`config.mk`:
```
export PLATFORM = sky130hd
export DESIGN_NAME = rstirq_top
export DESIGN_NICKNAME = d
export VERILOG_FILES = /design/src/shared/rstirq_pkg.sv /design/src/verilog/rstirq_sync.sv /design/src/verilog/rstirq_top.sv
export SDC_FILE = /design/constraint.sdc
export NUM_CORES = 1
export LEC_CHECK = 0
export BUFFER_PORTS_ARGS = -buffer_cell sky130_fd_sc_hd__buf_2
export CORE_MARGIN = 2
export CORE_UTILIZATION = 30
export CTS_BUF_LIST = sky130_fd_sc_hd__clkbuf_8
export CTS_CLUSTER_SIZE = 25
export DETAILED_ROUTE_END_ITERATION = 10
export PLACE_DENSITY = 0.59
export SLEW_MARGIN = 20
export SYNTH_ARGS = -nofsm -noshare
export SYNTH_HDL_FRONTEND = slang
export SYNTH_SLANG_ARGS = --single-unit
```
`constraint.sdc`:
```
create_clock -name CLK_SYS_IN -period 1.6 [get_ports CLK_SYS_IN]
set_input_delay 0.48 -clock CLK_SYS_IN [delete_from_list [all_inputs] [get_ports CLK_SYS_IN]]
set_output_delay 0.48 -clock CLK_SYS_IN [all_outputs]
set_load 0.05 [all_outputs]
```
`src/shared/rstirq_pkg.sv`:
```
`default_nettype none

package rstirq_pkg;

  // Register port geometry
  localparam int ADDR_W = 4;
  localparam int DATA_W = 16;

  // Register offsets
  localparam logic [3:0] CTRL_OFF = 4'h0;
  localparam logic [3:0] MASK_OFF = 4'h1;
  localparam logic [3:0] FLAG_OFF = 4'h2;
  localparam logic [3:0] STAT_OFF = 4'h3;

  // Control register fields
  localparam int CTRL_GDIS_BIT = 0;
  localparam int CTRL_MODE_BIT = 1;

  // Interrupt flag and mask fields
  localparam int IRQ_N = 3;
  localparam int IRQ_ONE_BIT = 0;
  localparam int IRQ_TWO_BIT = 1;
  localparam int IRQ_THREE_BIT = 2;

  // Status register fields
  localparam int STAT_RUN_BIT = 0;
  localparam int STAT_HOLD_BIT = 1;
  localparam int STAT_NMI_BIT = 2;
  localparam int STAT_CMODE_LSB = 3;
  localparam int STAT_BOOT_BIT = 5;

  // Reset values
  localparam logic GDIS_RST = 1'b1;
  localparam logic MODE_RST = 1'b0;
  localparam logic [IRQ_N-1:0] MASK_RST = 3'h0;
  localparam logic [IRQ_N-1:0] FLAG_RST = 3'h0;

  // Pin synchroniser lanes
  localparam int SYNC_N = 9;
  localparam logic [SYNC_N-1:0] SYNC_RST = 9'h1ff;
  localparam int LN_RST = 0;
  localparam int LN_NMI = 1;
  localparam int LN_IRQ1 = 2;
  localparam int LN_IRQ2 = 3;
  localparam int LN_IRQ3 = 4;
  localparam int LN_FLOAT = 5;
  localparam int LN_BOOT = 6;
  localparam int LN_SELA = 7;
  localparam int LN_SELB = 8;

  // Timing counts in system clock cycles
  localparam int RESTART_CYCLES = 16;
  localparam logic [4:0] RESTART_CNT = 5'(RESTART_CYCLES - 1);
  localparam int MCLK_HALF_CYCLES = 1;
  localparam logic [1:0] MCLK_HALF_CNT = 2'(MCLK_HALF_CYCLES - 1);

  // Interrupt identifiers
  localparam logic [1:0] IRQ_ID_NONE = 2'h0;
  localparam logic [1:0] IRQ_ID_ONE = 2'h1;
  localparam logic [1:0] IRQ_ID_TWO = 2'h2;
  localparam logic [1:0] IRQ_ID_THREE = 2'h3;

  // Restart sequencer states
  typedef enum logic [1:0] {
    ST_HALT,
    ST_WAIT,
    ST_BOOT,
    ST_RUN
  } rstirq_state_e;

endpackage

`default_nettype wire

```
`src/verilog/rstirq_sync.sv`:
```
`default_nettype none

module rstirq_sync #(
  parameter int WIDTH = 1,
  parameter logic [WIDTH-1:0] RST_VAL = '1
) (
  // Clock and reset
  input wire logic clk_in,
  input wire logic rst_n_in,
  // Raw and settled levels
  input wire logic [WIDTH-1:0] raw_in,
  output logic [WIDTH-1:0] level_out
);

  genvar i;

  // Three stages per lane, a change counts once stages two and three agree
  generate
    for (i = 0; i < WIDTH; i++) begin : g_lane
      logic s1_reg, s2_reg, s3_reg, lvl_reg;
      logic s1_next, s2_next, s3_next, lvl_next;
      always_comb begin
        s1_next = raw_in[i];
        s2_next = s1_reg;
        s3_next = s2_reg;
        lvl_next = (s2_reg == s3_reg) ? s3_reg : lvl_reg;
      end
      always_ff @(posedge clk_in) begin
        if (!rst_n_in) begin
          s1_reg <= RST_VAL[i];
          s2_reg <= RST_VAL[i];
          s3_reg <= RST_VAL[i];
          lvl_reg <= RST_VAL[i];
        end else begin
          s1_reg <= s1_next;
          s2_reg <= s2_next;
          s3_reg <= s3_next;
          lvl_reg <= lvl_next;
        end
      end
      assign level_out[i] = lvl_reg;
    end
  endgenerate

endmodule

`default_nettype wire

```
`src/verilog/rstirq_top.sv`:
```
// Local design decisions: the address-and-strobe port and the placing of the registers.
`default_nettype none

// Overview of operation
// - Reset held: halt core, clear program counter
// - After release wait 16 cycles, fetch address 0
// - Boot high: run straight from off-chip memory
// - Boot low: loader copies global data to program RAM
// - NMI traps ignoring global disable and mask
// - Shared hold/one pin always raises an interrupt flag
// - Mode 0: pin is hold request with idle
// - Reset clears mode bit to hold mode
// - Two and three prioritised, masked, globally disabled
// - Flags readable and software clearable
// - Timer underflow makes a pulse on timer pin
// - Timer pulse lasts one master clock period
// - Float input low tristates timer pin
// - Master clock high in logic phase, low latch
// - Hold entered: float buses, assert release ack
module rstirq_top (
  // Clock and reset
  input wire logic CLK_SYS_IN,
  input wire logic RST_N_IN,
  // Register port
  input wire logic [rstirq_pkg::ADDR_W-1:0] ADDR_IN,
  input wire logic [rstirq_pkg::DATA_W-1:0] WDATA_IN,
  input wire logic WR_IN,
  input wire logic RD_IN,
  output logic [rstirq_pkg::DATA_W-1:0] RDATA_OUT,
  // Device pins
  input wire logic RESET_INPUT_N_IN,
  input wire logic BOOT_MODE_IN,
  input wire logic NMI_N_IN,
  input wire logic EXT_IRQ_ONE_N_IN,
  input wire logic EXT_IRQ_TWO_N_IN,
  input wire logic EXT_IRQ_THREE_N_IN,
  input wire logic FLOAT_N_IN,
  input wire logic CLOCK_MODE_SEL_A_IN,
  input wire logic CLOCK_MODE_SEL_B_IN,
  output logic TIMER_PULSE_OUT,
  output logic TIMER_PULSE_OE_OUT,
  output logic MASTER_CLOCK_OUT,
  output logic BUS_RELEASE_ACK_OUT,
  // Core side
  input wire logic TIMER_UNDERFLOW_IN,
  input wire logic IDLE_ACTIVE_IN,
  input wire logic BOOT_DONE_IN,
  input wire logic IRQ_ACK_IN,
  input wire logic NMI_ACK_IN,
  output logic CORE_HALT_OUT,
  output logic PC_CLEAR_OUT,
  output logic FETCH_START_OUT,
  output logic BOOT_LOADER_RUN_OUT,
  output logic OFFCHIP_RUN_OUT,
  output logic NMI_TRAP_OUT,
  output logic IRQ_REQ_OUT,
  output logic [1:0] IRQ_ID_OUT,
  output logic BUS_FLOAT_OUT,
  output logic [1:0] CLOCK_MODE_OUT
);

  import rstirq_pkg::*;

  logic [SYNC_N-1:0] pin_raw;
  logic [SYNC_N-1:0] pin_lvl;
  logic [SYNC_N-1:0] pin_prev_reg, pin_prev_next;
  logic [SYNC_N-1:0] pin_fall;
  logic dev_rst;

  // Pin lanes gathered for the synchroniser
  assign pin_raw[LN_RST] = RESET_INPUT_N_IN;
  assign pin_raw[LN_NMI] = NMI_N_IN;
  assign pin_raw[LN_IRQ1] = EXT_IRQ_ONE_N_IN;
  assign pin_raw[LN_IRQ2] = EXT_IRQ_TWO_N_IN;
  assign pin_raw[LN_IRQ3] = EXT_IRQ_THREE_N_IN;
  assign pin_raw[LN_FLOAT] = FLOAT_N_IN;
  assign pin_raw[LN_BOOT] = BOOT_MODE_IN;
  assign pin_raw[LN_SELA] = CLOCK_MODE_SEL_A_IN;
  assign pin_raw[LN_SELB] = CLOCK_MODE_SEL_B_IN;

  rstirq_sync #(
    .WIDTH(SYNC_N),
    .RST_VAL(SYNC_RST)
  ) u_sync (
    .clk_in(CLK_SYS_IN),
    .rst_n_in(RST_N_IN),
    .raw_in(pin_raw),
    .level_out(pin_lvl)
  );

  // Falling edges of settled pin levels
  assign pin_prev_next = pin_lvl;
  assign pin_fall = pin_prev_reg & ~pin_lvl;

  always_ff @(posedge CLK_SYS_IN) begin
    if (!RST_N_IN) begin
      pin_prev_reg <= SYNC_RST;
    end else begin
      pin_prev_reg <= pin_prev_next;
    end
  end

  // Device reset from system reset or settled reset pin
  assign dev_rst = !RST_N_IN || !pin_lvl[LN_RST];

  // Restart sequencer
  rstirq_state_e state_reg, state_next;
  logic [4:0] wait_cnt_reg, wait_cnt_next;
  logic halt_reg, halt_next;
  logic pc_clr_reg, pc_clr_next;
  logic fetch_reg, fetch_next;
  logic loader_reg, loader_next;
  logic offchip_reg, offchip_next;
  logic [1:0] cmode_reg, cmode_next;

  always_comb begin
    state_next = state_reg;
    wait_cnt_next = wait_cnt_reg;
    fetch_next = 1'b0;
    cmode_next = cmode_reg;
    case (state_reg)
      ST_HALT: begin
        wait_cnt_next = 5'h00;
        state_next = ST_WAIT;
      end
      ST_WAIT: begin
        if (wait_cnt_reg == RESTART_CNT) begin
          fetch_next = 1'b1;
          state_next = pin_lvl[LN_BOOT] ? ST_RUN : ST_BOOT;
        end else begin
          wait_cnt_next = wait_cnt_reg + 5'h01;
        end
      end
      ST_BOOT: begin
        if (BOOT_DONE_IN) begin
          state_next = ST_RUN;
        end
      end
      default: begin
        state_next = ST_RUN;
      end
    endcase
    halt_next = (state_next == ST_HALT) || (state_next == ST_WAIT);
    pc_clr_next = halt_next;
    loader_next = (state_next == ST_BOOT);
    offchip_next = (state_next == ST_RUN) && pin_lvl[LN_BOOT];
    if (dev_rst) begin
      cmode_next = {pin_lvl[LN_SELB], pin_lvl[LN_SELA]};
    end
  end

  always_ff @(posedge CLK_SYS_IN) begin
    if (dev_rst) begin
      state_reg <= ST_HALT;
      wait_cnt_reg <= 5'h00;
      halt_reg <= 1'b1;
      pc_clr_reg <= 1'b1;
      fetch_reg <= 1'b0;
      loader_reg <= 1'b0;
      offchip_reg <= 1'b0;
    end else begin
      state_reg <= state_next;
      wait_cnt_reg <= wait_cnt_next;
      halt_reg <= halt_next;
      pc_clr_reg <= pc_clr_next;
      fetch_reg <= fetch_next;
      loader_reg <= loader_next;
      offchip_reg <= offchip_next;
    end
  end

  // Clock mode capture, follows the pins only while reset is held
  always_ff @(posedge CLK_SYS_IN) begin
    if (!RST_N_IN) begin
      cmode_reg <= 2'h3;
    end else begin
      cmode_reg <= cmode_next;
    end
  end

  // Software registers and interrupt state
  logic gdis_reg, gdis_next;
  logic mode_reg, mode_next;
  logic [IRQ_N-1:0] mask_reg, mask_next;
  logic [IRQ_N-1:0] flag_reg, flag_next;
  logic [IRQ_N-1:0] flag_set, flag_clr, pend;
  logic nmi_reg, nmi_next;
  logic irq_req_reg, irq_req_next;
  logic [1:0] irq_id_reg, irq_id_next;
  logic hold_reg, hold_next;
  logic [DATA_W-1:0] rdata_reg, rdata_next;
  logic wr_ctrl, wr_mask, wr_flag;

  // Write decode
  always_comb begin
    wr_ctrl = 1'b0;
    wr_mask = 1'b0;
    wr_flag = 1'b0;
    if (WR_IN && ADDR_IN == CTRL_OFF) begin
      wr_ctrl = 1'b1;
    end else if (WR_IN && ADDR_IN == MASK_OFF) begin
      wr_mask = 1'b1;
    end else if (WR_IN && ADDR_IN == FLAG_OFF) begin
      wr_flag = 1'b1;
    end
  end

  // Flag set, clear and prioritised request
  always_comb begin
    flag_set = '0;
    flag_set[IRQ_ONE_BIT] = pin_fall[LN_IRQ1];
    flag_set[IRQ_TWO_BIT] = pin_fall[LN_IRQ2];
    flag_set[IRQ_THREE_BIT] = pin_fall[LN_IRQ3];
    flag_clr = wr_flag ? WDATA_IN[IRQ_N-1:0] : '0;
    if (IRQ_ACK_IN && irq_req_reg) begin
      flag_clr[irq_id_reg - 2'h1] = 1'b1;
    end
    flag_next = (flag_reg & ~flag_clr) | flag_set; // set beats clear
    gdis_next = wr_ctrl ? WDATA_IN[CTRL_GDIS_BIT] : gdis_reg;
    mode_next = wr_ctrl ? WDATA_IN[CTRL_MODE_BIT] : mode_reg;
    mask_next = wr_mask ? WDATA_IN[IRQ_N-1:0] : mask_reg;
    pend = flag_reg & mask_reg & {IRQ_N{~gdis_reg}};
    irq_req_next = |pend;
    if (pend[IRQ_ONE_BIT]) begin
      irq_id_next = IRQ_ID_ONE;
    end else if (pend[IRQ_TWO_BIT]) begin
      irq_id_next = IRQ_ID_TWO;
    end else if (pend[IRQ_THREE_BIT]) begin
      irq_id_next = IRQ_ID_THREE;
    end else begin
      irq_id_next = IRQ_ID_NONE;
    end
    // Non-maskable trap, no mask or disable term
    nmi_next = pin_fall[LN_NMI] | (nmi_reg & ~NMI_ACK_IN);
    // Hold only in mode 0, entered from idle, left when pin rises
    if (mode_reg) begin
      hold_next = 1'b0;
    end else if (hold_reg) begin
      hold_next = !pin_lvl[LN_IRQ1];
    end else begin
      hold_next = IDLE_ACTIVE_IN && !pin_lvl[LN_IRQ1];
    end
  end

  // Read mux, data stand one cycle after the strobe
  always_comb begin
    rdata_next = '0;
    if (RD_IN && ADDR_IN == CTRL_OFF) begin
      rdata_next[CTRL_GDIS_BIT] = gdis_reg;
      rdata_next[CTRL_MODE_BIT] = mode_reg;
    end else if (RD_IN && ADDR_IN == MASK_OFF) begin
      rdata_next[IRQ_N-1:0] = mask_reg;
    end else if (RD_IN && ADDR_IN == FLAG_OFF) begin
      rdata_next[IRQ_N-1:0] = flag_reg;
    end else if (RD_IN && ADDR_IN == STAT_OFF) begin
      rdata_next[STAT_RUN_BIT] = !halt_reg;
      rdata_next[STAT_HOLD_BIT] = hold_reg;
      rdata_next[STAT_NMI_BIT] = nmi_reg;
      rdata_next[STAT_CMODE_LSB +: 2] = cmode_reg;
      rdata_next[STAT_BOOT_BIT] = pin_lvl[LN_BOOT];
    end
  end

  always_ff @(posedge CLK_SYS_IN) begin
    if (dev_rst) begin
      gdis_reg <= GDIS_RST;
      mode_reg <= MODE_RST;
      mask_reg <= MASK_RST;
      flag_reg <= FLAG_RST;
      nmi_reg <= 1'b0;
      irq_req_reg <= 1'b0;
      irq_id_reg <= IRQ_ID_NONE;
      hold_reg <= 1'b0;
      rdata_reg <= '0;
    end else begin
      gdis_reg <= gdis_next;
      mode_reg <= mode_next;
      mask_reg <= mask_next;
      flag_reg <= flag_next;
      nmi_reg <= nmi_next;
      irq_req_reg <= irq_req_next;
      irq_id_reg <= irq_id_next;
      hold_reg <= hold_next;
      rdata_reg <= rdata_next;
    end
  end

  // Master clock divider and timer pulse
  logic [1:0] half_cnt_reg, half_cnt_next;
  logic mclk_reg, mclk_next;
  logic tpend_reg, tpend_next;
  logic timer_pulse_out_reg, timer_pulse_out_next;
  logic toe_reg, toe_next;
  logic rise_en;

  always_comb begin
    rise_en = 1'b0;
    half_cnt_next = half_cnt_reg + 2'h1;
    mclk_next = mclk_reg;
    if (half_cnt_reg == MCLK_HALF_CNT) begin
      half_cnt_next = 2'h0;
      mclk_next = !mclk_reg;
      rise_en = !mclk_reg;
    end
    tpend_next = tpend_reg | TIMER_UNDERFLOW_IN;
    timer_pulse_out_next = timer_pulse_out_reg;
    if (rise_en) begin
      timer_pulse_out_next = tpend_next;
      tpend_next = 1'b0;
    end
    toe_next = pin_lvl[LN_FLOAT];
  end

  always_ff @(posedge CLK_SYS_IN) begin
    if (!RST_N_IN) begin
      half_cnt_reg <= 2'h0;
      mclk_reg <= 1'b1;
      tpend_reg <= 1'b0;
      timer_pulse_out_reg <= 1'b0;
      toe_reg <= 1'b1;
    end else begin
      half_cnt_reg <= half_cnt_next;
      mclk_reg <= mclk_next;
      tpend_reg <= tpend_next;
      timer_pulse_out_reg <= timer_pulse_out_next;
      toe_reg <= toe_next;
    end
  end

  // Outputs straight from flip-flops
  assign RDATA_OUT = rdata_reg;
  assign TIMER_PULSE_OUT = timer_pulse_out_reg;
  assign TIMER_PULSE_OE_OUT = toe_reg;
  assign MASTER_CLOCK_OUT = mclk_reg;
  assign BUS_RELEASE_ACK_OUT = hold_reg;
  assign BUS_FLOAT_OUT = hold_reg;
  assign CORE_HALT_OUT = halt_reg;
  assign PC_CLEAR_OUT = pc_clr_reg;
  assign FETCH_START_OUT = fetch_reg;
  assign BOOT_LOADER_RUN_OUT = loader_reg;
  assign OFFCHIP_RUN_OUT = offchip_reg;
  assign NMI_TRAP_OUT = nmi_reg;
  assign IRQ_REQ_OUT = irq_req_reg;
  assign IRQ_ID_OUT = irq_id_reg;
  assign CLOCK_MODE_OUT = cmode_reg;

endmodule

`default_nettype wire

```
---- Yosys cells after proc, flatten, opt, wreduce, memory -nomap -nowiden ----
Cells that the tools add are included.
storage, ports and cells
  bits in registers ....................... 89
  input bits .............................. 38
  word-level logic and storage cells ...... 160
operators by class
  add/subtract/negate cells ............... 3
  $lt $le $gt $ge ......................... 2
  eq/ne operators ......................... 19
  mux-type cells .......................... 26
  bitwise gates (word level) .............. 16
  reductions and logical operators ........ 32
operators by type and width
  operator             number
  $mux 1               12
  $mux 3               4
  $reduce_or 2->1      6
  $logic_and 1x1->1    11
  $mux 2               5
  $pmux 5 s2           1
  $and 3x3->3          3
  $eq 1x1->1           9
  $eq 4x2->1 const B   2
  $eq 2x2->1 const B   3
  $logic_not 2->1      3
  $mux 6               1
  $or 3x3->3           2
  $pmux 2 s3           1
  $add 5x1->5 const B  1
  $and 5x5->5          1
  $eq 5x4->1 const B   1
  $logic_not 1->1      5
  $mux 5               1
  $not 1->1            5
  $not 5->5            1
  $reduce_or 5->1      1
  $eq 2x1->1 const B   2
  $eq 4x1->1 const B   1
  14 further kinds     16

---- Depth between registers and ports, before layout ----
  word-level depth ........................ 11
  depth in mapped cells ................... 6
  gate-level depth less buffers ........... 6

---- Modules after synthesis ----
A second synthesis with hierarchy kept.
second synthesis, totals
  cell total of the unflattened synthesis .. 292
  area, all modules ....................... 2817.7 µm²
by module, submodules not included
  module       instances  cells an instance  area an instance (µm²)  seq. area each (µm²)
  rstirq_top   1          190                1714.1                  840.8
  rstirq_sync  1          102                1103.6                  720.7

---- Least setup slack after synthesis ----
No wires, ideal clock.
  path kind ............................... register to register
  start ................................... register wait_cnt_reg[0]
  end ..................................... register wait_cnt_reg[3]
  library setup time ...................... 0.074 ns
  arrival time ............................ 1.529 ns
  path slack .............................. -0.003 ns
  cell stages (with the launch flop) ...... 7
  buffers on the path ..................... 0
  period minus slack after synthesis ...... 1.603 ns
  path through ............................ dfxtp_1 ha_1 and3_1 ha_1 nand4b_1 or3_1 a31oi_1
on the way
  cells in the longest elaborated chain, start to end .. 3
ends and longest elaborated chain
  element                                         line                                  RTL
  start: declaration                              rstirq_top.sv:108                     logic [4:0] wait_cnt_reg, wait_cnt_next;
  start signal: assignment                        rstirq_top.sv:163                     wait_cnt_reg <= wait_cnt_next;
  $add 5x1->5 or $eq 5x4->1 (tied branches)       rstirq_top.sv:131, rstirq_top.sv:127
  $mux 5 or $ne 2x2->1 (tied branches)            --
  $pmux 5 s2 or $reduce_and 2->1 (tied branches)  --
Parallel ways exist; a longest one is shown, timed or not. The select of a mux whose other input is x is not followed.
A chain may end at the register's enable or synchronous reset.

---- Worst setup path in the final report ----
  start ................................... register wait_cnt_reg[1]
  end ..................................... register wait_cnt_reg[3]
Same word-level chain as after synthesis.

==> impl_metrics.env <==
export IMPL_synth_cell_area_sq_um=2830
export IMPL_first_global_vias=1782
export IMPL_cp_top_family="simple AND/OR/NAND/NOR gates"
export IMPL_start_util_pct=30.7
export IMPL_cp_slowest_cell="or3_1"
export IMPL_use_met3_pct=4.02
export IMPL_antenna_left=0
export IMPL_antenna_found_initial=0
export IMPL_dieArea_sq_um=10200
export IMPL_maxCapViolCount=0
export IMPL_grt_start_max_net_pins=49
export IMPL_synthArstFlopShare_pct=0
export IMPL_clkTransAtPathRegs_ns=0.08
export IMPL_yosysTopAreaCellShare_pct=55.3
export IMPL_met1_usage_pct=13.8
export IMPL_instances_no_fill=445
export IMPL_synth_seq_cells=78
export IMPL_slew_violations=0
export IMPL_grt_ovfl_total=0
export IMPL_row_count=35
export IMPL_via_count=1985
export IMPL_violations="setup timing"
export IMPL_synth_area_leaders="dfxtp_1 (55%), nand2b_1 (8.4%), buf_4 (3.2%)"
export IMPL_synth_flop_cell="dfxtp_1"
export IMPL_vdd_drop_max_uv=539
export IMPL_grtUsageMet2_pct=15.9
export IMPL_setup_violations=1
export IMPL_rsz0062_at_grt="yes"
export IMPL_wl_per_cell_um=11.8
export IMPL_cts_root_buf="clkbuf_8"
export IMPL_gp_congestion=0.840
export IMPL_critPathRequiredTime_ns=1.87
export IMPL_core_area_sq_um=9200
export IMPL_clock_latency_ns=0.34
export IMPL_cts_buffers_inserted=9
export IMPL_worstPathMaxFanout=3
export IMPL_path_cells="ha_4, and3_4, ha_4, nand4b_1, or3_1, a31oi_1"
export IMPL_finClkSkew_ns=0.00567
export IMPL_dp_hpwl_um=3630
export IMPL_portBuffers=46
export IMPL_diodes=0
export IMPL_min_period_over_period_pct=100
export IMPL_drc_errors=0
export IMPL_cp_data_arrival_time_ns=1.87
export IMPL_power_per_cell_area_nw_per_um2=1060
export IMPL_cts_buffer_depth=2
export IMPL_drive_gt1_share_pct=24.9
export IMPL_tritoncts="done"
export IMPL_total_power_uw=3530
export IMPL_dp_cells=428
export IMPL_worstSetupPathType="flip-flop to flip-flop"
export IMPL_endpoint_kind="flip-flop"
export IMPL_ys_types=49
export IMPL_fillers=954
export IMPL_syn2layout_area_growth_pct=18.2
export IMPL_timing_final_ws_setup_ns=-0.00573
export IMPL_boundaryPins=70
export IMPL_p_leak_uw=0.00134
export IMPL_grt_pass1_wl_um=8470
export IMPL_fin_nets=370
export IMPL_outcome="finished, violations left"
export IMPL_yosys_area_top_type="dfxtp_1"
export IMPL_fp_dieW_um=101
export IMPL_period_needed_ns=1.61
export IMPL_critPathMaxStageDelay_ns=0.36
export IMPL_avgSynthCellArea_sq_um=10.2
export IMPL_yosys_warnings=0
export IMPL_synth_edf_count=0
export IMPL_crit_path_start_kind="flip-flop"
export IMPL_cpMostUsedCell="ha_4"
export IMPL_ys_seq_area_share_pct=55.3
export IMPL_htree_levels=3
export IMPL_drtPass1Iterations=4
export IMPL_track_usage_pct=10.7
export IMPL_synthCells=278
export IMPL_clock_sinks=78
export IMPL_cp_num_buf_inv=0
export IMPL_initialDrtViolationCount=66
export IMPL_viasPerCell=4.46
export IMPL_die_y_um=101
export IMPL_top_usage_layer="met2"
export IMPL_clock_fmax_mhz=623
export IMPL_hold_class="input pin to flip-flop"
export IMPL_finalHoldViolations=0
export IMPL_drt_total_wl_um=5260
==> final timing paths <==
path,from,to,slack (ns),cells after the start
hold reg to reg,u_sync.g_lane[2].s1_reg,u_sync.g_lane[2].s2_reg,0.41,1
setup / recovery,wait_cnt_reg[1],wait_cnt_reg[3],-0.006,6
setup reg to reg,wait_cnt_reg[1],wait_cnt_reg[3],-0.006,6
hold / removal,RESET_INPUT_N_IN,u_sync.g_lane[0].s1_reg,0.31,2
==> power breakdown <==
group / switching, uW / total [uW] / internal [uW] / leakage (uW)
clock network: 696 / 1300 / 600 / 0.0000899
registers: 22.1 / 2000 / 1980 / 0.000637
logic: 155 / 235 / 79.5 / 0.000613
total: 873 / 3530 / 2660 / 0.00134
==> cell families after synthesis <==
family	synth area share [%]
AOI/OAI and AO/OA	9.70
adders and majority gates	1.33
DFF	55.3
other	0.133
and+or+nand+nor	24.3
buffers and inverters	6.33
xor gates and xnor gates	0.310
muxes	2.61
==> timing repair <==
action,4_1_cts,5_1_grt
pin swaps,2,3
hold buffers,0,0
buffers inserted,0,1
resized for setup,2,5
endpoints found under the setup margin,2,6
==> cells in the final DEF (no fill, tap or decap), types with 2 or more instances in the layout <==
cell type,Yosys,layout
dfxtp_1,78,76
buf_2,5,46
nand2b_1,38,38
nor2_1,18,18
a21oi_1,16,16
nand2_1,16,16
o21ai_1,11,11
nand3_1,10,10
conb_1,1,10
clkbuf_8,0,10
buf_4,12,8
inv_1,4,5
nor3b_1,5,5
mux2i_1,4,4
o21ai_0,4,4
and2_1,3,3
a211oi_1,3,3
and4_1,3,3
nand3b_1,2,2
nand4b_1,2,2
or3_1,2,2
a31oi_1,2,2
a41o_1,2,2
and3_1,3,2
nor2b_1,2,2
a22oi_1,3,2
ha_4,0,2
clkinv_2,0,2
clkinvlp_4,0,2
dfxtp_2,0,2
==> per-layer routing <==
layer / wire length (um) / vias to the layer above
met4: 93 / 0
met1: 2600 / 896
met3: 283 / 10
met5: 0 / -
li1: - / 1024
met2: 2280 / 55
==> through the flow <==
stage | setup TNS, ns | hold slack (ns) | utilization (%) | cell area [sq um] | worst slack [ns]
detailed placement | 0 | 0.392 | 34.0 | 3120 | 0.00464
global route | -0.0729 | 0.299 | 36.3 | 3340 | -0.0729
finish | -0.00573 | 0.313 | 36.3 | 3340 | -0.00573
CTS | 0 | 0.293 | 35.9 | 3300 | 0.00146
global placement | 0 | 0.390 | 34.0 | 3120 | 0.0366
floorplan | 0 | 0.386 | - | 2860 | 0.0370
==> synth_stat cells, drive strengths merged, types with 2 or more instances <==
| master | number |
|---|---|
| inv | 5 |
| nand2b | 39 |
| nor2 | 18 |
| nand3b | 2 |
| clkbuf | 2 |
| and3 | 3 |
| a31oi | 2 |
| buf | 21 |
| dfxtp | 78 |
| a211oi | 3 |
| mux2i | 4 |
| and2 | 3 |
| nand4b | 2 |
| a22oi | 3 |
| a21oi | 16 |
| a41o | 2 |
| and4 | 3 |
| o21ai | 15 |
| ha | 3 |
| nand3 | 10 |
| nand2 | 17 |
| nor3b | 6 |
| nor2b | 2 |
| nor4b | 2 |
| or3 | 2 |
==> cell type report <==
cell class / count / area [sq um] / area share, %
clock inverters: 6 / 37.5 / 1.12
well taps: 111 / 139 / 4.16
repair buffers: 54 / 290 / 8.69
clock buffers: 10 / 138 / 4.12
inverters: 5 / 18.8 / 0.562
flip-flops and latches: 78 / 1560 / 46.8
multi-input cells: 181 / 1150 / 34.5
(Power assumes the default switching activity.)
